===== src/hdl/adc_seq_cfg.svh =====
// constants for the converter sequencer: register map, fields, reset values, timing
// assumes inclusion by the design modules and the bench by bare name
`ifndef ADC_SEQ_CFG_SVH
`define ADC_SEQ_CFG_SVH
`define OFF_STATUS_CONTROL 4'h0
`define OFF_RESULT_HIGH 4'h4
`define OFF_RESULT_LOW 4'h8
`define OFF_CONVERTER_CONTROL 4'hc
`define BIT_DONE 7
`define BIT_IRQ_EN 6
`define BIT_CONTINUOUS 5
`define BIT_POWER_UP 7
`define BIT_JUSTIFY_RIGHT 6
`define BIT_EIGHT_BIT 5
`define BIT_SIGNED 4
`define RST_STATUS_CONTROL 8'h1f
`define RST_CONVERTER_CONTROL 8'h00
`define CHAN_LAST_INPUT 5'h07
`define CHAN_HIGH_REF 5'h1e
`define SEL_LOW_REF 4'h8
`define SEL_HIGH_REF 4'h9
`define CONV_CLOCKS 5'h0e
`define AXI_OKAY 2'b00
`define AXI_SLVERR 2'b10
`endif


===== src/hdl/adc_seq_pkg.sv =====
// types shared by the converter sequencer files
// assumes adc_seq_cfg.svh is on the include path
package adc_seq_pkg;
  typedef struct packed {
    logic [3:0] inputSelect;
    logic start;
  } conv_req_type;
  typedef enum logic [1:0] {
    ST_IDLE = 2'b00,
    ST_REQUEST = 2'b01,
    ST_WAIT = 2'b10
  } conv_state_type;
endpackage : adc_seq_pkg


===== src/hdl/adc_sequencer.sv =====
// sequencer for a 10-bit successive-approximation converter, with AXI4-Lite registers
// assumes the analog core answers each start with one done pulse carrying the code
//
// Added by the designer: the AXI4-Lite slave port and the address map.
`timescale 1ns/100ps
`default_nettype none
`include "adc_seq_cfg.svh"
module adc_sequencer
  import adc_seq_pkg::*;
(
  input wire logic clk,
  input wire logic sys_rst,
  input wire logic [3:0] s_axi_awaddr,
  input wire logic s_axi_awvalid,
  output logic s_axi_awready,
  input wire logic [31:0] s_axi_wdata,
  input wire logic [3:0] s_axi_wstrb,
  input wire logic s_axi_wvalid,
  output logic s_axi_wready,
  output logic [1:0] s_axi_bresp,
  output logic s_axi_bvalid,
  input wire logic s_axi_bready,
  input wire logic [3:0] s_axi_araddr,
  input wire logic s_axi_arvalid,
  output logic s_axi_arready,
  output logic [31:0] s_axi_rdata,
  output logic [1:0] s_axi_rresp,
  output logic s_axi_rvalid,
  input wire logic s_axi_rready,
  output adc_seq_pkg::conv_req_type convReq_r,
  output logic convClock_r,
  output logic powerUp_r,
  input wire logic convDone,
  input wire logic [9:0] convCode,
  output logic irq_r
);
  import adc_seq_pkg::*;

  logic [7:0] statusCtrl_r;
  logic [7:0] convCtrl_r;
  logic doneFlag_r;
  logic [3:0] awAddr_r;
  logic [31:0] wData_r;
  logic [3:0] wStrb_r;
  logic awHeld_r;
  logic wHeld_r;
  logic [4:0] prescaleCount_r;
  logic [4:0] convCount_r;
  conv_state_type state_r;
  logic [7:0] resultHigh;
  logic [7:0] resultLow;
  logic writeFire;
  logic wrStatus;
  logic wrControl;
  logic readFire;
  logic rdResult;
  logic startConv;
  logic abortConv;
  logic [4:0] prescaleLimit;
  logic convTick;
  logic finishConv;
  logic [3:0] inputSel;
  logic [31:0] readData;
  logic [1:0] readResp;
  logic [4:0] channel;

  // write address and data may arrive in either order; each is held until both are here
  assign writeFire = awHeld_r && wHeld_r && !s_axi_bvalid;
  assign wrStatus = writeFire && (awAddr_r == `OFF_STATUS_CONTROL) && wStrb_r[0];
  assign wrControl = writeFire && (awAddr_r == `OFF_CONVERTER_CONTROL) && wStrb_r[0];
  assign readFire = s_axi_arvalid && s_axi_arready;
  assign rdResult = readFire &&
      (s_axi_araddr == `OFF_RESULT_HIGH || s_axi_araddr == `OFF_RESULT_LOW);
  assign channel = statusCtrl_r[4:0];
  assign startConv = wrStatus;
  assign abortConv = wrControl || !powerUp_r;

  always_ff @(posedge clk or posedge sys_rst) begin
    if (sys_rst) begin
      awHeld_r <= 1'b0;
      awAddr_r <= 4'h0;
      s_axi_awready <= 1'b1;
    end else if (s_axi_awvalid && s_axi_awready) begin
      awHeld_r <= 1'b1;
      awAddr_r <= s_axi_awaddr;
      s_axi_awready <= 1'b0;
    end else if (writeFire) begin
      awHeld_r <= 1'b0;
    end else if (!awHeld_r && !s_axi_bvalid) begin
      s_axi_awready <= 1'b1;
    end
  end

  always_ff @(posedge clk or posedge sys_rst) begin
    if (sys_rst) begin
      wHeld_r <= 1'b0;
      wData_r <= 32'h0;
      wStrb_r <= 4'h0;
      s_axi_wready <= 1'b1;
    end else if (s_axi_wvalid && s_axi_wready) begin
      wHeld_r <= 1'b1;
      wData_r <= s_axi_wdata;
      wStrb_r <= s_axi_wstrb;
      s_axi_wready <= 1'b0;
    end else if (writeFire) begin
      wHeld_r <= 1'b0;
    end else if (!wHeld_r && !s_axi_bvalid) begin
      s_axi_wready <= 1'b1;
    end
  end

  always_ff @(posedge clk or posedge sys_rst) begin
    if (sys_rst) begin
      s_axi_bvalid <= 1'b0;
      s_axi_bresp <= `AXI_OKAY;
    end else if (writeFire) begin
      s_axi_bvalid <= 1'b1;
      // result registers ignore writes; they answer okay, unmapped answers slverr
      s_axi_bresp <= (awAddr_r == `OFF_STATUS_CONTROL || awAddr_r == `OFF_RESULT_HIGH ||
          awAddr_r == `OFF_RESULT_LOW || awAddr_r == `OFF_CONVERTER_CONTROL) ?
          `AXI_OKAY : `AXI_SLVERR;
    end else if (s_axi_bready) begin
      s_axi_bvalid <= 1'b0;
    end
  end

  always_ff @(posedge clk or posedge sys_rst) begin
    if (sys_rst) begin
      statusCtrl_r <= `RST_STATUS_CONTROL;
    end else if (wrStatus) begin
      statusCtrl_r <= {1'b0, wData_r[6:0]};
    end
  end

  always_ff @(posedge clk or posedge sys_rst) begin
    if (sys_rst) begin
      convCtrl_r <= `RST_CONVERTER_CONTROL;
    end else if (wrControl) begin
      convCtrl_r <= wData_r[7:0];
    end
  end
  assign powerUp_r = convCtrl_r[`BIT_POWER_UP];

  always_comb begin
    readResp = `AXI_OKAY;
    case (s_axi_araddr)
      `OFF_STATUS_CONTROL: readData = {24'h0, doneFlag_r, statusCtrl_r[6:0]};
      `OFF_RESULT_HIGH: readData = {24'h0, resultHigh};
      `OFF_RESULT_LOW: readData = {24'h0, resultLow};
      `OFF_CONVERTER_CONTROL: readData = {24'h0, convCtrl_r};
      default: begin
        readData = 32'h0;
        readResp = `AXI_SLVERR;
      end
    endcase
  end

  always_ff @(posedge clk or posedge sys_rst) begin
    if (sys_rst) begin
      s_axi_arready <= 1'b1;
      s_axi_rvalid <= 1'b0;
      s_axi_rdata <= 32'h0;
      s_axi_rresp <= `AXI_OKAY;
    end else if (readFire) begin
      s_axi_arready <= 1'b0;
      s_axi_rvalid <= 1'b1;
      s_axi_rdata <= readData;
      s_axi_rresp <= readResp;
    end else if (s_axi_rvalid && s_axi_rready) begin
      s_axi_rvalid <= 1'b0;
      s_axi_arready <= 1'b1;
    end
  end

  // prescaler divides by 2*(field+1): half period is field+1 bus clocks
  assign prescaleLimit = {1'b0, convCtrl_r[3:0]};
  assign convTick = convClock_r && (prescaleCount_r == prescaleLimit);
  always_ff @(posedge clk or posedge sys_rst) begin
    if (sys_rst) begin
      prescaleCount_r <= 5'h0;
      convClock_r <= 1'b0;
    end else if (!powerUp_r || state_r == ST_IDLE) begin
      prescaleCount_r <= 5'h0;
      convClock_r <= 1'b0;
    end else if (prescaleCount_r == prescaleLimit) begin
      prescaleCount_r <= 5'h0;
      convClock_r <= ~convClock_r;
    end else begin
      prescaleCount_r <= prescaleCount_r + 5'h1;
    end
  end

  always_comb begin
    if (channel <= `CHAN_LAST_INPUT) begin
      inputSel = {1'b0, channel[2:0]};
    end else if (channel == `CHAN_HIGH_REF) begin
      inputSel = `SEL_HIGH_REF;
    end else begin
      inputSel = `SEL_LOW_REF;
    end
  end

  // a conversion ends on the core's done pulse or after a fixed count of conversion clocks
  assign finishConv = (state_r == ST_WAIT) && !abortConv &&
      (convDone || (convTick && convCount_r == `CONV_CLOCKS));

  always_ff @(posedge clk or posedge sys_rst) begin
    if (sys_rst) begin
      state_r <= ST_IDLE;
      convCount_r <= 5'h0;
      convReq_r <= '0;
    end else begin
      convReq_r.start <= 1'b0;
      case (state_r)
        ST_IDLE: begin
          if (startConv && powerUp_r) begin
            state_r <= ST_REQUEST;
          end
        end
        ST_REQUEST: begin
          if (abortConv) begin
            state_r <= ST_IDLE;
          end else begin
            convReq_r.start <= 1'b1;
            convReq_r.inputSelect <= inputSel;
            convCount_r <= 5'h0;
            state_r <= ST_WAIT;
          end
        end
        ST_WAIT: begin
          if (startConv && !abortConv) begin
            state_r <= ST_REQUEST;
          end else if (abortConv) begin
            state_r <= ST_IDLE;
          end else if (finishConv) begin
            state_r <= statusCtrl_r[`BIT_CONTINUOUS] ? ST_REQUEST : ST_IDLE;
          end else if (convTick) begin
            convCount_r <= convCount_r + 5'h1;
          end
        end
        default: state_r <= ST_IDLE;
      endcase
    end
  end

  // flag and results update together on the finishing edge
  always_ff @(posedge clk or posedge sys_rst) begin
    if (sys_rst) begin
      doneFlag_r <= 1'b0;
    end else if (finishConv) begin
      doneFlag_r <= 1'b1;
    end else if (wrStatus || rdResult) begin
      doneFlag_r <= 1'b0;
    end
  end

  always_ff @(posedge clk or posedge sys_rst) begin
    if (sys_rst) begin
      irq_r <= 1'b0;
    end else begin
      irq_r <= statusCtrl_r[`BIT_IRQ_EN] && doneFlag_r && !wrStatus && !rdResult;
    end
  end

  result_formatter formatter (
    .clk(clk),
    .sys_rst(sys_rst),
    .load(finishConv),
    .code(convCode),
    .justifyRight(convCtrl_r[`BIT_JUSTIFY_RIGHT]),
    .eightBit(convCtrl_r[`BIT_EIGHT_BIT]),
    .signedSel(convCtrl_r[`BIT_SIGNED]),
    .resultHigh_r(resultHigh),
    .resultLow_r(resultLow)
  );
endmodule : adc_sequencer
`default_nettype wire


===== src/hdl/result_formatter.sv =====
// result formatter: maps a 10-bit code onto the high and low result bytes
// assumes the caller holds the control bits steady while the result is latched
`timescale 1ns/100ps
`default_nettype none
`include "adc_seq_cfg.svh"
module result_formatter (
  input wire logic clk,
  input wire logic sys_rst,
  input wire logic load,
  input wire logic [9:0] code,
  input wire logic justifyRight,
  input wire logic eightBit,
  input wire logic signedSel,
  output logic [7:0] resultHigh_r,
  output logic [7:0] resultLow_r
);
  logic [9:0] adjusted;
  logic [7:0] highNxt;
  logic [7:0] lowNxt;
  always_comb begin
    adjusted = code;
    // sign applies to left justification only; an 8-bit result with right set stays unsigned
    if (signedSel && !justifyRight) begin
      adjusted[9] = ~code[9];
    end
    if (eightBit) begin
      highNxt = adjusted[9:2];
      lowNxt = 8'h00;
    end else if (justifyRight) begin
      highNxt = {6'h00, adjusted[9:8]};
      lowNxt = adjusted[7:0];
    end else begin
      highNxt = adjusted[9:2];
      lowNxt = {adjusted[1:0], 6'h00};
    end
  end
  always_ff @(posedge clk or posedge sys_rst) begin
    if (sys_rst) begin
      resultHigh_r <= 8'h00;
      resultLow_r <= 8'h00;
    end else if (load) begin
      resultHigh_r <= highNxt;
      resultLow_r <= lowNxt;
    end
  end
endmodule : result_formatter
`default_nettype wire


===== config.mk =====
export PLATFORM = sky130hd
export DESIGN_NAME = adc_sequencer
export DESIGN_NICKNAME = d
export VERILOG_FILES = /design/src/hdl/adc_seq_pkg.sv /design/src/hdl/adc_sequencer.sv /design/src/hdl/result_formatter.sv
export VERILOG_INCLUDE_DIRS = /design/src /design/src/hdl
export SDC_FILE = /design/constraint.sdc
export NUM_CORES = 1
export LEC_CHECK = 0
export BUFFER_PORTS_ARGS = -buffer_cell sky130_fd_sc_hd__buf_2
export CORE_UTILIZATION = 55
export DETAILED_ROUTE_END_ITERATION = 7
export GPL_ROUTABILITY_DRIVEN = 0
export PLACE_DENSITY = 0.84
export SYNTH_ARGS = -nofsm -noshare
export SYNTH_HDL_FRONTEND = slang
export SYNTH_SLANG_ARGS = --single-unit

===== constraint.sdc =====
create_clock -name clk -period 3.4 [get_ports clk]
set_input_delay 0.17 -clock clk [delete_from_list [all_inputs] [get_ports clk]]
set_output_delay 0.17 -clock clk [all_outputs]
set_load 0.05 [all_outputs]

### Word level (Yosys, flattened, before mapping)

Index checks and enable logic that the tools add are counted.

| word-level totals | value |
|---|---|
| input bits | 62 |
| register bits | 107 |
| output and inout bits | 49 |

| operators by class | value |
|---|---|
| muxes and demuxes | 46 |
| bitwise logic cells | 3 |
| reductions and logical operators | 57 |
| order comparisons | 1 |
| add/subtract/negate cells | 2 |
| equal/unequal tests | 20 |

Operators by type and width:

| cell | count |
|---|---|
| 2-to-1 mux 5 bit | 7 |
| 2-to-1 mux 8 bit | 4 |
| one-hot mux 8 bit (4 select lines) | 1 |
| 2-to-1 mux 1 bit | 24 |
| logical AND 1 bit | 23 |
| nonzero test 2 bit | 9 |
| == test 4 bit (second input constant) | 4 |
| 2-to-1 mux 2 bit | 7 |
| adder 5 x 1 -> 5 bit (second input constant) | 2 |
| inequality test 2 bit (second input constant) | 5 |
| one-hot mux 5 bit (2 select lines) | 1 |
| == test 4 x 3 -> 1 bit (second input constant) | 2 |
| zero test 1 bit | 8 |
| zero test 4 bit | 2 |
| logical OR 1 bit | 8 |
| AND reduction 2 bit | 4 |
| inequality test 2 x 1 -> 1 bit (second input constant) | 3 |
| one-hot mux 2 bit (3 select lines) | 1 |
| AND reduction 6 bit | 1 |
| == test 5 x 4 -> 1 bit | 1 |
| == test 5 x 4 -> 1 bit (second input constant) | 1 |
| == test 5 bit (second input constant) | 1 |
| less-or-equal comparator 5 x 3 -> 1 bit (second input constant) | 1 |
| 2-to-1 mux 4 bit | 1 |
| other kinds (6) | 8 |

### Depth between registers and ports, before layout

| depth | value |
|---|---|
| depth after elaboration | 12 |
| gate-level depth with buffers | 10 |
| depth with buffers taken out | 8 |

### Cells and area by module

A second synthesis with hierarchy kept.

| unflattened totals | value |
|---|---|
| cells, all modules | 330 |
| area, all modules | 3842.4 sq um |

Modules (own cells, without submodules):

| module | instances | area an instance (sq um) | cells an instance |
|---|---|---|---|
| adc_sequencer | 1 | 3140.5 | 257 |
| result_formatter | 1 | 701.9 | 73 |

### Worst setup path before layout

No wires, ideal clock.

| timing | value |
|---|---|
| kind | register to register |
| start | reg s_axi_bvalid |
| end | reg state_r[1] |
| buffers on the path | 3 |
| setup time | 118 ps |
| period minus slack after synthesis | 2376 ps |
| path slack | 1024 ps |
| arrival time | 2257 ps |
| cell stages (with the launch flop) | 9 |
| path through | dfrtp_1 > nand3b_4 > and3b_1 > buf_6 > or3_4 > or2_1 > buf_2 > buf_6 > a21o_1 |

| between the ends | value |
|---|---|
| cells in the longest elaborated chain, start to end | 10 |
| elaborated cells on any way between the ends | 19 |

RTL lines:

| what | RTL line | RTL |
|---|---|---|
| start, declared | adc_sequencer.sv:21 | `output logic s_axi_bvalid,` |
| start signal, assigned | adc_sequencer.sv:114 | `s_axi_bvalid <= 1'b0;` |
| start signal, assigned | adc_sequencer.sv:117 | `s_axi_bvalid <= 1'b1;` |
| start signal, assigned | adc_sequencer.sv:123 | `s_axi_bvalid <= 1'b0;` |
| zero test 1 bit * | adc_sequencer.sv:68 | `assign writeFire = awHeld_r && wHeld_r && !s_axi_bvalid;` |
| logical AND 1 bit * | adc_sequencer.sv:68 |  |
| logical AND 1 bit (2 in a row) | adc_sequencer.sv:70 | `` assign wrControl = writeFire && (awAddr_r == `OFF_CONVERTER_CONTROL) && wStrb_r[0]; `` |
| logical OR 1 bit | adc_sequencer.sv:76 | `assign abortConv = wrControl \|\| !powerUp_r;` |
| zero test 1 bit | adc_sequencer.sv:204, adc_sequencer.sv:231 |  |
| logical AND 1 bit (2 in a row) | adc_sequencer.sv:204 | `assign finishConv = (state_r == ST_WAIT) && !abortConv &&` |
| inequality test 4 x 3 -> 1 bit (no source line) | - |  |
| AND reduction 2 bit (no source line) | - |  |
| end signal, assigned | adc_sequencer.sv:236 | `` state_r <= statusCtrl_r[`BIT_CONTINUOUS] ? ST_REQUEST : ST_IDLE; `` |
| end, declared | adc_sequencer.sv:49 | `conv_state_type state_r;` |

Mark *: on every way between the ends. The rest lies on a longest branch, timed or not.
A chain may end at the register's enable or synchronous reset.

### Worst setup path in the final report

| timing | value |
|---|---|
| start | reg s_axi_bvalid |
| end | reg convCount_r[4] |

| between the ends | value |
|---|---|
| cells in the longest elaborated chain, start to end | 10 |
| elaborated cells on any way between the ends | 16 |

RTL lines:

| what | RTL line | RTL |
|---|---|---|
| zero test 1 bit * | adc_sequencer.sv:68 |  |
| logical AND 1 bit * | adc_sequencer.sv:68 |  |
| logical AND 1 bit (2 in a row) | adc_sequencer.sv:70 |  |
| logical OR 1 bit | adc_sequencer.sv:76 |  |
| zero test 1 bit | adc_sequencer.sv:204, adc_sequencer.sv:231 |  |
| logical AND 1 bit (2 in a row) | adc_sequencer.sv:204 |  |
| inequality test 2 bit (no source line) | - |  |
| AND reduction 6 bit (no source line) * | - |  |
| end signal, assigned | adc_sequencer.sv:238 | `convCount_r <= convCount_r + 5'h1;` |
| end, declared | adc_sequencer.sv:48 | `logic [4:0] convCount_r;` |

Marks and branches as above.

==> impl_metrics.ini <==
[power_and_ir_drop]
report.power.total_mw = 2.91
power_density_mw_per_mm2 = 664
switching_share = 0.367
combPwrFrac = 0.294
p_leak_nw = 2.08
irDropWorstVdd_mv = 0.541
pwr-share-seq = 0.477
clkPwrFrac = 0.229
internal_power_mw = 1.85
p_sw_mw = 1.07

[floorplanning]
fp.dieH_um = 86.0
start_util = 0.571
ioPinCount = 111
dieArea_sq_mm = 0.00740
rows = 30
chipWidth_um = 86.0
core_sq_mm = 0.00679

[finish]
layout_commonest_cell = dfrtp_1
n_antenna_cell = 0
regArea_sq_mm = 0.00204
fillers = 528
area_delta_synth_final_pct = 13.1
nets = 466
layout-drive-gt1-share = 0.337
multiInputGateArea_sq_mm = 0.00163
most-common-layout-cells = dfrtp_1 (73), buf_2 (57), nand2_1 (43), conb_1 (26), mux2_2 (23)

[critical_path]
critPathBufInv = 0
path_delay_family = simple AND/OR/NAND/NOR gates
critPathMaxFanout = 15
crit_path_start_kind = flop
path_class = flop to flop
crit_slowest_cell = and3b_1
worstPathRequired_ns = 3.69
regToRegSetupSlack_ns = 1.06
cp-end-kind = flop
path_cells = nand3b_4, and3b_1, or3_4, o211ai_4, or4_1, nand3_1
crit_arrival_ns = 2.64
slowest_delay_ns = 0.65

[sta]
finalCritPeriodShare = 0.689
setup-tns-final_ns = 0
skew_ns = 0.00479
rsz0062_at_grt = no
setup_viol = 0
fmax_mhz = 427
min_period_ns = 2.34
relSlewSlack = 0.548
final-hold-violation-count = 0
holdWs_ns = 0.0420
worst_pin_slew_ns = 0.676
finalMaxSlewViolations = 0

[global_route]
grt_max_degree = 36
grt_pass1_wl_mm = 12.6
grt.total_usage = 0.223
gr-total-overflow = 0
antenna_found_initial = 0
grt_pass1_vias = 2506

[yosys]
synth.cell_area_sq_mm = 0.00388
synth_top_area_cell = dfrtp_1
synth_top_cell_area_share = 0.471
synthCells = 336
ys_warn_count = 0
ys_types = 48
synthTopCellsByArea = dfrtp_1 (47%), mux2_2 (6.7%), dfstp_2 (5.4%), buf_4 (5.0%), mux4_2 (4.6%)
synth_seq_cells = 81
async_reset_ff_frac = 1.00
synth_flop_cell = dfrtp_1
yosysSeqAreaShare = 0.525
synth_edf_count = 0
avgSynthCellArea_sq_um = 11.6

[drt]
routedWlPerCell_um = 14.7
post-route-drc-count = 0
via_per_inst = 5.25
drt_first_iter_violations = 207
vias = 2637
dr.pass1.iters = 4
ant_nets = 0
drt-total-wl_mm = 7.37

[min_path]
holdCritPathClass = input pin to flop

[placed_design]
portBuffers = 57
dp_hpwl_mm = 5.31

[flow_run]
drv_cap = 0

[clock_tree]
ctsRootBufferMaster = clkbuf_8
cts_tree = yes
htreeDepth = 3
cts_made_buffers = 9
clk_pin_slew_ns = 0.08
postCtsSetupBuffers = 0
worstSkewPairLatency_ns = 0.36
cts_sinks = 81
cts_buffer_depth = 2
cts_resized = 0

[outcome]
outcome = completed
sequential cells by signal, summed over array words and instances, names as in the netlist, 2 cells and up:
register	count
statusCtrl_r	7
wData_r	8
state_r	2
convCtrl_r	8
awAddr_r	4
formatter.resultLow_r	8
convCount_r	5
prescaleCount_r	5
s_axi_rdata	8
convReq_r	5
formatter.resultHigh_r	8
worst register-to-register path, stage by stage, from the launching register on:
cell and delay (ns):
dfrtp_1 0.44, nand3b_4 0.21, and3b_1 0.65, or3_4 0.27, o211ai_4 0.12, or4_1 0.51, nand3_1 0.09
power groups by stage:
stage          combinational, mW  sequential, mW  clock (mW)
6_report                   0.857            1.39       0.668
4_1_cts                    0.863            1.39       0.677
5_1_grt                    0.931            1.42       0.722
3_5_place_dp               0.854            1.41           0
3_3_place_gp               0.828            1.39           0
2_1_floorplan              0.555            1.51           0
stage by stage:
stage / util / cells / setup WS [ns] / area (sq um)
finish: 0.646 / 502 / 1.06 / 4390
global route: 0.646 / 502 / 0.835 / 4390
CTS: 0.646 / 502 / 1.03 / 4390
detailed placement: 0.612 / 482 / 1.04 / 4160
global placement: 0.612 / 482 / 1.10 / 4160
floorplan: - / 361 / 1.02 / 3980
cells in the mapped netlist, types with 2 or more instances:
master and count:
dfrtp_1 73, nand2_1 43, buf_4 26, mux2_2 23, nor2_1 18, o21ai_0 18
inv_1 14, nand3_1 11, o21ai_2 10, a22o_1 8, dfstp_2 8, mux4_2 8
mux2i_1 5, nor2b_1 5, o31ai_1 5, a21oi_1 4, buf_6 4, clkbuf_1 4
nand2b_1 4, xnor2_1 4, ha_1 3, xor2_1 3, a21o_1 2, buf_1 2
nand3b_1 2, nand4_1 2, nor3_1 2, nor3b_1 2, o21a_1 2, o21ai_1 2
or4_1 2
area by class of cell:
type	count	share of cell area
Sequential cell	81	0.464
Multi-Input combinational cell	229	0.370
Timing Repair Buffer	66	0.0827
Clock buffer	12	0.0376
Tap cell	96	0.0274
Inverter	14	0.0120
Clock inverter	4	0.00599
logic make-up (layout without fill, tap and decap cells):
logic type,count (synthesis),after routing,share of synthesized area
other cells,1,26,0.000966
simple gates,100,100,0.128
buf+inv,51,96,0.0825
compound gates,57,57,0.112
fa+ha+maj,3,3,0.00967
mux,36,36,0.126
flops,81,81,0.525
xor+xnor,7,7,0.0158
per-layer routing:
| layer | routed length (um) | track usage | vias to the layer above | share of wire |
|---|---|---|---|---|
| li1 | - | - | 1251 | - |
| met1 | 3240 | 0.300 | 1306 | 0.44 |
| met2 | 3680 | 0.348 | 68 | 0.50 |
| met3 | 301 | 0.0539 | 12 | 0.041 |
| met4 | 144 | 0.100 | 0 | 0.020 |
| met5 | 0 | 0 | - | 0 |
final timing paths:
kind                                            from                   endpoint  cells past startpoint
min                                   s_axi_wdata[1]                 wData_r[1]                      2
max reg2reg                             s_axi_bvalid             convCount_r[4]                      6
max in group asynchronous                    sys_rst               s_axi_wready                      4
min reg2reg                formatter.resultHigh_r[3]  formatter.resultHigh_r[3]                      2
max                                     s_axi_bvalid             convCount_r[4]                      6
min in group asynchronous                    sys_rst                awAddr_r[2]                      3
timing repair:
item | CTS | global route
hold buffers | 4 | 0
endpoints found under the hold margin | 19 | 0
setup endpoints to repair | 0 | 0
Power figures use the tool's default switching activity.
